**src/logic/drfb_pkg.sv**
```systemverilog
// package: constants and carrier structs for the rename / forward / bypass block
`default_nettype none
package drfb_pkg;
  localparam int unsigned NUM_PHYS = 32;
  localparam int unsigned NUM_ARCH = 8;
  localparam int unsigned PW = 5;
  localparam int unsigned AW = 3;
  localparam int unsigned DW = 32;
  localparam int unsigned MAW = 32;
  localparam logic [NUM_PHYS-1:0] FREE_RST = 32'hffffff00;
  localparam logic [NUM_PHYS-1:0] PINNED_RST = 32'h000000ff;
  localparam logic [1:0] BYP_WAIT_CYC = 2'h1;

  typedef enum logic [1:0] {
    DRFB_OP_ALU = 2'b00,
    DRFB_OP_MOVE = 2'b01,
    DRFB_OP_OTHER = 2'b10
  } drfb_op_e;

  typedef struct packed {
    logic valid;
    drfb_op_e op;
    logic src_is_reg;
    logic [AW-1:0] src_reg;
    logic src_is_mem;
    logic [1:0] src_size;
    logic dst_is_reg;
    logic [AW-1:0] dst_reg;
    logic dst_is_mem;
    logic [1:0] dst_size;
    logic [MAW-1:0] mem_addr;
    logic mem_cacheable;
  } drfb_inst_s;

  typedef struct packed {
    logic valid;
    logic [PW-1:0] preg;
    logic [DW-1:0] data;
  } drfb_wb_s;

  typedef struct packed {
    logic fwd_operand;
    logic fwd_result;
    logic fwd_result_mem;
    logic bypass;
    logic interlock;
  } drfb_ctl_s;

  typedef enum logic [1:0] {
    DRFB_ST_RUN = 2'b00,
    DRFB_ST_BYP = 2'b01,
    DRFB_ST_LOCK = 2'b10
  } drfb_state_e;
endpackage : drfb_pkg
`default_nettype wire

```
**src/logic/drfb_core.sv**
```systemverilog
// module: dependency rename, forwarding and bypass control for the X/Y pair
`timescale 1ns/10ps
`default_nettype none
module drfb_core (
  input wire logic clk_in,
  input wire logic rst_n_in,
  input wire logic ce_in,
  input wire drfb_pkg::drfb_inst_s x_inst_in,
  input wire drfb_pkg::drfb_inst_s y_inst_in,
  input wire drfb_pkg::drfb_wb_s x_wb_in,
  input wire drfb_pkg::drfb_wb_s y_wb_in,
  input wire logic [drfb_pkg::PW-1:0] retire_preg_in,
  input wire logic retire_in,
  output logic issue_ready_out,
  output logic y_stall_out,
  output logic [drfb_pkg::PW-1:0] x_src_preg_out,
  output logic [drfb_pkg::PW-1:0] y_src_preg_out,
  output logic [drfb_pkg::PW-1:0] x_dst_preg_out,
  output logic [drfb_pkg::PW-1:0] y_dst_preg_out,
  output logic [drfb_pkg::PW-1:0] x_old_preg_out,
  output logic [drfb_pkg::PW-1:0] y_old_preg_out,
  output drfb_pkg::drfb_ctl_s ctl_out,
  output logic mem_rd_skip_out,
  output logic mem_wr_from_x_out
);
  // ----------------------------------------------------------------
  // state
  // ----------------------------------------------------------------
  // logical to physical map, one entry per architectural register
  logic [drfb_pkg::PW-1:0] map_ff [drfb_pkg::NUM_ARCH];
  // free: may be handed out; ready: value written back; pinned: mapped or displaced
  logic [drfb_pkg::NUM_PHYS-1:0] free_ff;
  logic [drfb_pkg::NUM_PHYS-1:0] ready_ff;
  logic [drfb_pkg::NUM_PHYS-1:0] pinned_ff;
  // pair control state and the physical register an interlock waits on
  drfb_pkg::drfb_state_e state_ff;
  drfb_pkg::drfb_state_e nxt_state;
  logic [drfb_pkg::PW-1:0] wait_preg_ff;
  logic [drfb_pkg::PW-1:0] nxt_wait_preg;
  drfb_pkg::drfb_ctl_s ctl_ff;
  drfb_pkg::drfb_ctl_s nxt_ctl;
  // registered issue answers, held until the next accepted pair
  logic [drfb_pkg::PW-1:0] xs_ff; // X source read
  logic [drfb_pkg::PW-1:0] ys_ff; // Y source read
  logic [drfb_pkg::PW-1:0] xd_ff; // X fresh destination
  logic [drfb_pkg::PW-1:0] yd_ff; // Y fresh destination
  logic [drfb_pkg::PW-1:0] xo_ff; // register displaced by X
  logic [drfb_pkg::PW-1:0] yo_ff; // register displaced by Y

  // ----------------------------------------------------------------
  // free-pool search: lowest and next-lowest free physical registers
  // ----------------------------------------------------------------
  logic [drfb_pkg::PW-1:0] alloc_a;
  logic [drfb_pkg::PW-1:0] alloc_b;
  logic have_a;
  logic have_b;
  // one priority scan; b takes the next free entry above the one a picked
  always_comb begin
    alloc_a = '0;
    alloc_b = '0;
    have_a = 1'b0;
    have_b = 1'b0;
    // lowest index first keeps the choice repeatable from run to run
    for (int i = 0; i < drfb_pkg::NUM_PHYS; i++) begin
      if (free_ff[i] && !have_a) begin
        alloc_a = drfb_pkg::PW'(i);
        have_a = 1'b1;
      end else if (free_ff[i] && !have_b) begin
        alloc_b = drfb_pkg::PW'(i);
        have_b = 1'b1;
      end
    end
  end

  // ----------------------------------------------------------------
  // dependency decode between X (first) and Y (second)
  // ----------------------------------------------------------------
  // pair qualifiers; X is always the older instruction of the two
  wire both_v = x_inst_in.valid && y_inst_in.valid;
  wire x_wr = x_inst_in.valid && x_inst_in.dst_is_reg;
  wire y_wr = y_inst_in.valid && y_inst_in.dst_is_reg;

  // read-after-write through a logical register
  wire reg_raw = both_v && x_inst_in.dst_is_reg && y_inst_in.src_is_reg &&
                 (x_inst_in.dst_reg == y_inst_in.src_reg);
  // read-after-write through one memory word, matched on the full address
  wire mem_raw = both_v && x_inst_in.dst_is_mem && y_inst_in.src_is_mem &&
                 (x_inst_in.mem_addr == y_inst_in.mem_addr);
  // write-after-write on one logical register; Y is the later writer and keeps the map
  wire waw_pair = x_wr && y_wr && (x_inst_in.dst_reg == y_inst_in.dst_reg);

  // operation classes and the size match that forwarding depends on
  wire x_move = (x_inst_in.op == drfb_pkg::DRFB_OP_MOVE);
  wire y_move = (y_inst_in.op == drfb_pkg::DRFB_OP_MOVE);
  wire size_eq = (x_inst_in.dst_size == y_inst_in.src_size);
  // operand forwarding: X move's single read also feeds Y
  wire can_opfwd = reg_raw && x_move && size_eq;
  // result forwarding: X result written to Y move destination too
  wire can_resfwd = reg_raw && !x_move && y_move;
  // bypass: a cacheable write in X is handed to the read in Y
  wire can_bypass = mem_raw && x_inst_in.mem_cacheable;
  // every other register read-after-write waits for the producer
  wire need_lock = reg_raw && !can_opfwd && !can_resfwd;
  // a non-cacheable memory RAW also waits on X, then reads memory normally
  wire mem_lock = mem_raw && !x_inst_in.mem_cacheable;

  // allocation needs one free register per writer; Y takes the second scan result
  // whenever X is present, so the pair never names one register for both slots;
  // the cost is that such a pair wants two free entries even if X writes memory
  wire y_second = x_inst_in.valid;
  wire need_two = y_second && y_wr;
  wire alloc_ok = need_two ? have_b : ((x_wr || y_wr) ? have_a : 1'b1);
  wire running = (state_ff == drfb_pkg::DRFB_ST_RUN);
  // a low ce_in blocks the take as well as every register update
  wire accept = ce_in && running && alloc_ok && (x_inst_in.valid || y_inst_in.valid);
  wire [drfb_pkg::PW-1:0] x_new = alloc_a;
  wire [drfb_pkg::PW-1:0] y_new = y_second ? alloc_b : alloc_a;
  // Y sources see X's rename when Y reads X's destination
  wire [drfb_pkg::PW-1:0] y_src_map = reg_raw ? x_new : map_ff[y_inst_in.src_reg];

  // ----------------------------------------------------------------
  // interlock release
  // ----------------------------------------------------------------
  // physical register the producer writes, recorded for the interlock wait
  wire [drfb_pkg::PW-1:0] lock_preg = x_new;
  wire x_wb_hit = x_wb_in.valid && (x_wb_in.preg == wait_preg_ff);
  wire y_wb_hit = y_wb_in.valid && (y_wb_in.preg == wait_preg_ff);
  // the ready bit also ends the wait, so a write-back is never lost to a busy
  // cycle; a free entry never counts, its ready bit is stale
  wire lock_ready = ready_ff[wait_preg_ff] && !free_ff[wait_preg_ff];
  wire wb_hit = x_wb_hit || y_wb_hit || lock_ready;

  // ----------------------------------------------------------------
  // pair control state: run, one-clock bypass wait, interlock wait
  // ----------------------------------------------------------------
  always_comb begin
    nxt_state = state_ff;
    nxt_wait_preg = wait_preg_ff;
    nxt_ctl = '0;
    unique case (state_ff)
      // run: take a pair and latch its hazard flags for one clock
      drfb_pkg::DRFB_ST_RUN: begin
        if (accept) begin
          nxt_ctl.fwd_operand = can_opfwd;
          nxt_ctl.fwd_result = can_resfwd;
          nxt_ctl.fwd_result_mem = can_resfwd && y_inst_in.dst_is_mem;
          nxt_ctl.bypass = can_bypass;
          nxt_ctl.interlock = need_lock || mem_lock;
          if (can_bypass) begin
            nxt_state = drfb_pkg::DRFB_ST_BYP;
          end else if (need_lock || mem_lock) begin
            nxt_state = drfb_pkg::DRFB_ST_LOCK;
            nxt_wait_preg = lock_preg;
          end
        end
      end
      // bypass: the held write data reaches Y during this single stall clock
      drfb_pkg::DRFB_ST_BYP: begin
        nxt_state = drfb_pkg::DRFB_ST_RUN;
      end
      // interlock: hold Y until the producer's register is written back
      drfb_pkg::DRFB_ST_LOCK: begin
        if (wb_hit) begin
          nxt_state = drfb_pkg::DRFB_ST_RUN;
        end
      end
      // the spare code cannot be reached; fall back to run
      default: nxt_state = drfb_pkg::DRFB_ST_RUN;
    endcase
  end

  // ----------------------------------------------------------------
  // rename table: later writer in program order wins
  // ----------------------------------------------------------------
  always_ff @(posedge clk_in or negedge rst_n_in) begin
    if (!rst_n_in) begin
      for (int a = 0; a < drfb_pkg::NUM_ARCH; a++) begin
        // identity map; the upper physical registers start in the free pool
        map_ff[a] <= drfb_pkg::PW'(a);
      end
    end else if (accept) begin
      if (x_wr) begin
        map_ff[x_inst_in.dst_reg] <= x_new;
      end
      // Y is assigned last, so on a shared logical register the later writer wins
      if (y_wr) begin
        map_ff[y_inst_in.dst_reg] <= y_new;
      end
    end
  end

  // ----------------------------------------------------------------
  // pool bookkeeping: free, ready and pinned bits per physical register
  // ----------------------------------------------------------------
  // a register stays pinned from allocation until its displaced mapping retires;
  // retire of an older mapping is what frees it, so in-flight readers are safe
  always_ff @(posedge clk_in or negedge rst_n_in) begin
    if (!rst_n_in) begin
      free_ff <= drfb_pkg::FREE_RST;
      ready_ff <= drfb_pkg::PINNED_RST;
      pinned_ff <= drfb_pkg::PINNED_RST;
    end else if (ce_in) begin
      // retire first so a same-cycle allocation below wins the bits
      if (retire_in && pinned_ff[retire_preg_in]) begin
        free_ff[retire_preg_in] <= 1'b1;
        pinned_ff[retire_preg_in] <= 1'b0;
      end
      // write-backs may arrive in any order, each marks only its own register
      if (x_wb_in.valid) begin
        ready_ff[x_wb_in.preg] <= 1'b1;
      end
      if (y_wb_in.valid) begin
        ready_ff[y_wb_in.preg] <= 1'b1;
      end
      // allocation last: it wins over a retire or a write-back of the same entry
      if (accept && x_wr) begin
        free_ff[x_new] <= 1'b0;
        pinned_ff[x_new] <= 1'b1;
        ready_ff[x_new] <= 1'b0;
      end
      if (accept && y_wr) begin
        free_ff[y_new] <= 1'b0;
        pinned_ff[y_new] <= 1'b1;
        ready_ff[y_new] <= 1'b0;
      end
    end
  end

  // ----------------------------------------------------------------
  // registered issue outputs
  // ----------------------------------------------------------------
  always_ff @(posedge clk_in or negedge rst_n_in) begin
    if (!rst_n_in) begin
      state_ff <= drfb_pkg::DRFB_ST_RUN;
      wait_preg_ff <= '0;
      ctl_ff <= '0;
      xs_ff <= '0;
      ys_ff <= '0;
      xd_ff <= '0;
      yd_ff <= '0;
      xo_ff <= '0;
      yo_ff <= '0;
    end else if (ce_in) begin
      // everything here freezes while ce_in is low
      state_ff <= nxt_state;
      wait_preg_ff <= nxt_wait_preg;
      ctl_ff <= nxt_ctl;
      // source numbers use the map as it stood before this pair's renames, except a Y read of X's destination gets X's fresh register unless operand-forwarded
      if (accept) begin
        xs_ff <= map_ff[x_inst_in.src_reg];
        // operand forwarding hands Y the same read as X
        ys_ff <= can_opfwd ? map_ff[x_inst_in.src_reg] : y_src_map;
        // fresh destinations; a slot that writes no register reports a spare number
        xd_ff <= x_new;
        yd_ff <= y_new;
        // displaced registers go back to retire; when both write one logical
        // register, Y displaces X's fresh register rather than the old mapping
        xo_ff <= map_ff[x_inst_in.dst_reg];
        yo_ff <= waw_pair ? x_new : map_ff[y_inst_in.dst_reg];
      end
    end
  end

  // ----------------------------------------------------------------
  // output decode; physical numbers only go to the register file, never to software
  // ----------------------------------------------------------------
  // handshake: a pair is taken on a rising edge with this high, ce_in high and a slot valid
  assign issue_ready_out = running && alloc_ok;
  // only bypass and interlock stall Y; false dependencies never do
  assign y_stall_out = !running;
  // physical numbers for the register file side
  assign x_src_preg_out = xs_ff;
  assign y_src_preg_out = ys_ff;
  assign x_dst_preg_out = xd_ff;
  assign y_dst_preg_out = yd_ff;
  assign x_old_preg_out = xo_ff;
  assign y_old_preg_out = yo_ff;
  // one-clock hazard flags; the cache skips its read for a bypassed Y
  // and takes X's result straight into its write path
  assign ctl_out = ctl_ff;
  assign mem_rd_skip_out = ctl_ff.bypass;
  assign mem_wr_from_x_out = ctl_ff.fwd_result_mem;
endmodule : drfb_core
`default_nettype wire

```
**config.mk**
```make
export PLATFORM = sky130hd
export DESIGN_NAME = drfb_core
export DESIGN_NICKNAME = d
export VERILOG_FILES = /design/src/logic/drfb_pkg.sv /design/src/logic/drfb_core.sv
export SDC_FILE = /design/constraint.sdc
export NUM_CORES = 1
export LEC_CHECK = 0
export BUFFER_PORTS_ARGS = -buffer_cell sky130_fd_sc_hd__buf_2
export CAP_MARGIN = 20
export CORE_ASPECT_RATIO = 1.2
export CORE_MARGIN = 5
export CORE_UTILIZATION = 55
export CTS_BUF_LIST = sky130_fd_sc_hd__clkbuf_4
export CTS_CLUSTER_DIAMETER = 100
export DETAILED_ROUTE_END_ITERATION = 8
export GPL_ROUTABILITY_DRIVEN = 0
export PLACE_DENSITY = 0.78
export SLEW_MARGIN = 5
export SYNTH_ARGS = -nofsm -noshare
export SYNTH_HDL_FRONTEND = slang
export SYNTH_SLANG_ARGS = --single-unit
```
**constraint.sdc**
```tcl
create_clock -name clk_in -period 4.12 [get_ports clk_in]
set_clock_uncertainty 0.15 [all_clocks]
set_input_delay 0.824 -clock clk_in [delete_from_list [all_inputs] [get_ports clk_in]]
set_output_delay 0.824 -clock clk_in [all_outputs]
set_load 0.005 [all_outputs]
```
==> metrics.md <==
| Metric | Value |
|---|---|
| CP Capture Type | `primary output` |
| Post-synthesis mux area share | `10.8%` |
| Antenna violations before repair | `2` |
| Post-synthesis sequential area ratio | `36.0%` |
| Post-Syn Area | `0.0125 mm²` |
| Nets | `1734` |
| Std-Cell Rows | `60` |
| Finished Layout Cells | `1844` |
| Lkg Pwr | `6.07 nW` |
| Crit path DAT | `3050 ps` |
| Final setup viols | `0` |
| Slowest CP cell | `or4_4` |
| DRT Pass-1 Iters | `6` |
| VDD IR max | `0.300 mV` |
| Most common cell after layout, fill and taps aside | `buf_2` |
| Vias in the first global route | `12.2k` |
| Critical path startpoint category | `flip-flop` |
| Largest net degree at the start of global routing | `78` |
| Fmax | `248 MHz` |
| I/O Buffers | `152` |
| CP Max Fanout | `5` |
| Fin Setup TNS | `0 ps` |
| Mean Syn Cell Area | `9.00 µm²` |
| Number of flops mapped to enable cells by yosys | `0` |
| Routed wire length | `43500 µm` |
| Final HPWL DP | `32700 µm` |
| Yosys warns | `0` |
| CTS sink count | `178` |
| CTS max path bufs | `2` |
| HP Class | `in2async` |
| Post-synth cell types | `97` |
| Drt wl/cell | `23.6 µm` |
| Core Util, Final | `63.6%` |
| Layout cells sized above 1 | `28.0%` |
| Combinational family with the most area after synthesis | `compound AO/OA/AOI/OAI gates` |
| Max Cap Viol | `0` |
| DR vias | `12.7k` |
| Worst-path clk slew | `160 ps` |
| Area growth, synth to finish | `13.9%` |
| Post-Synth XOR/XNOR Area | `3.77%` |
| Iteration-0 DRC Markers | `1656` |
| Start point of the critical path | `free_ff[0]$_DFFE_PN0P_` |
| Synthesized Nets | `1578` |
| Status | `finished clean` |
| Cell Chain, Critical Path | `or4_4 -> nor2_2 -> maj3_1 -> and4_4 -> o211ai_4 -> buf_4 -> nor3_1 -> nor2_1 -> buf_2` |
| Fin. max-slew vios | `0` |
| Routed Antenna Nets | `0` |
| Slew @ Worst Pin | `1170 ps` |
| Worst slew margin | `22.2%` |
| Gr usage total | `33.1%` |
| DP Cell Count | `1802` |
| Pwr Total | `6.28 mW` |
| Slowest cell delay on critical path | `580 ps` |
| Vias/cell | `6.86` |
| Simple-gate share of the synthesized area | `19.3%` |
| Synth Flop Type | `dfrtp_1` |
| Hold WS | `85.0 ps` |
| Synth Area in Adders | `0.479%` |
| CP required | `3150 ps` |
| Die area | `0.0259 mm²` |
| Remaining DRCs | `0` |
| CTS tree | `built` |
| IO Pins | `224` |
| Root Driver | `clkbuf_4` |
| Crit path kind | `reg2out` |
| Clk_lat worst skew | `630 ps` |
| Post-synthesis compound-gate area fraction | `24.6%` |
| First-pass GRT wire length | `67500 µm` |
| CORE AREA | `0.0224 mm²` |
| Period utilisation layout | `97.7%` |
| Inserted Clock Buffers | `17` |
| Starting Density | `55.9%` |
| Mapped Cells | `1393` |
| Most frequent cells in the layout | `151 x buf_2, 141 x nor2_1, 128 x nand2_1` |
| Async SR Flop Fraction | `100%` |
| Synth Register Bits | `178` |
| Reg2Reg Launch Point | `free_ff[2]$_DFFE_PN0P_` |
| Final Hold Viols | `0` |
| Total congestion overflow | `0` |
| Die W | `148 µm` |
| PwrDens | `440 mW/mm²` |
| Fin crit period | `4030 ps` |
| Die height | `175 µm` |
| H-tree depth | `4` |
final timing paths:
path	endpoint	slack, ps	cells after the start
min in group clk_in	mem_wr_from_x_out$_DFFE_PN0P_	330	3
max in group asynchronous	free_ff[20]$_DFFE_PN1P_	2820	2
min reg2reg	pinned_ff[5]$_DFFE_PN1P_	350	2
max reg2reg	pinned_ff[12]$_DFFE_PN0P_	160	12
min	free_ff[4]$_DFFE_PN0P_	80	1
max	issue_ready_out	90	9
final cells by class:
class	count	area [µm²]
fill	1866	8160
multi-input combinational	1069	7480
sequential	178	4520
timing repair buffer	242	1490
tap	279	349
inverter	41	154
clock buffer	19	143
clock inverter	13	141
antenna	3	7.51
registers in the layout, indices dropped and copies added, names as in the netlist:
register and count:
free_ff 32, mem_rd_skip_out 1, y_src_preg_out 5, ready_ff 32, x_src_preg_out 5, y_old_preg_out 5
x_dst_preg_out 5, state_ff 2, pinned_ff 32, x_old_preg_out 5, map_ff 40, wait_preg_ff 5
y_dst_preg_out 5, ctl_out 3, mem_wr_from_x_out 1
critical path, delay by kind of cell, from the launching register on:
family                   cells  cell delay (ps)
AND/OR/NAND/NOR              5             1290
flip-flops                   1              490
buffers and inverters        2              300
adder cells (fa/ha/maj)      1              240
AO/OA/AOI/OAI                1              110
cells by family (layout without fill, tap and decap cells):
logic type | Yosys count | after routing
and+or+nand+nor | 473 | 473
AOI/OAI and AO/OA | 462 | 462
DFF | 178 | 178
buffers and inverters | 146 | 315
muxes | 74 | 74
xor gates and xnor gates | 54 | 54
adders and majority gates | 6 | 6
other | 0 | 3
power breakdown:
part           switching [mW]  leakage, nW  internal, mW  total, mW
Sequential              0.437         2.16          2.28       2.71
Combinational            1.40         3.76          1.13       2.54
Clock                   0.695        0.153         0.336       1.03
Total                    2.54         6.07          3.75       6.28
synth_stat cells, drive strengths merged (9+ instances only):
library cell  count  share of area, %
a211oi           26               1.6
a21o             20               1.2
a21oi           119               4.8
a221o             9              0.72
a22o             18               1.3
a311oi           13              0.96
a31oi            18              0.95
and2              9              0.45
buf              39               1.7
clkbuf           66               2.0
dfrtp           126                25
dfstp            52                11
inv              40               1.2
mux2i            22               1.8
mux4             49               8.8
nand2           129               3.9
nand2b           15              0.75
nand3            25               1.1
nand3b           18               1.1
nand4            20               1.1
nor2            143               4.3
nor3             23               1.0
nor3b            20               1.3
nor4             24               1.8
o211ai           10              0.79
o21ai            80               3.2
o22ai            78               4.0
o31ai             9              0.73
or2              12              0.62
xnor2            21               1.5
xor2             33               2.3
metrics by stage:
step	area (µm²)	setup WS [ps]
floorplan	12500	754
global placement	13900	-17.0
detailed placement	13900	-82.1
CTS	14200	12.7
global route	14300	-40.3
finish	14300	93.3
timing repair:
action,CTS,global route
setup endpoints to repair,4,57
buffers inserted,0,7
hold buffers,0,0
gates resized for setup,2,14
pin swaps,0,12
metal layers:
layer / GRT usage [%] / vias to the layer above / wire, µm
met5: 0 / - / 0
met4: 20.3 / 0 / 3210
met3: 6.17 / 211 / 4290
met2: 53.0 / 881 / 20300
met1: 41.6 / 5993 / 15700
li1: - / 5567 / -
(Power assumes the default switching activity.)
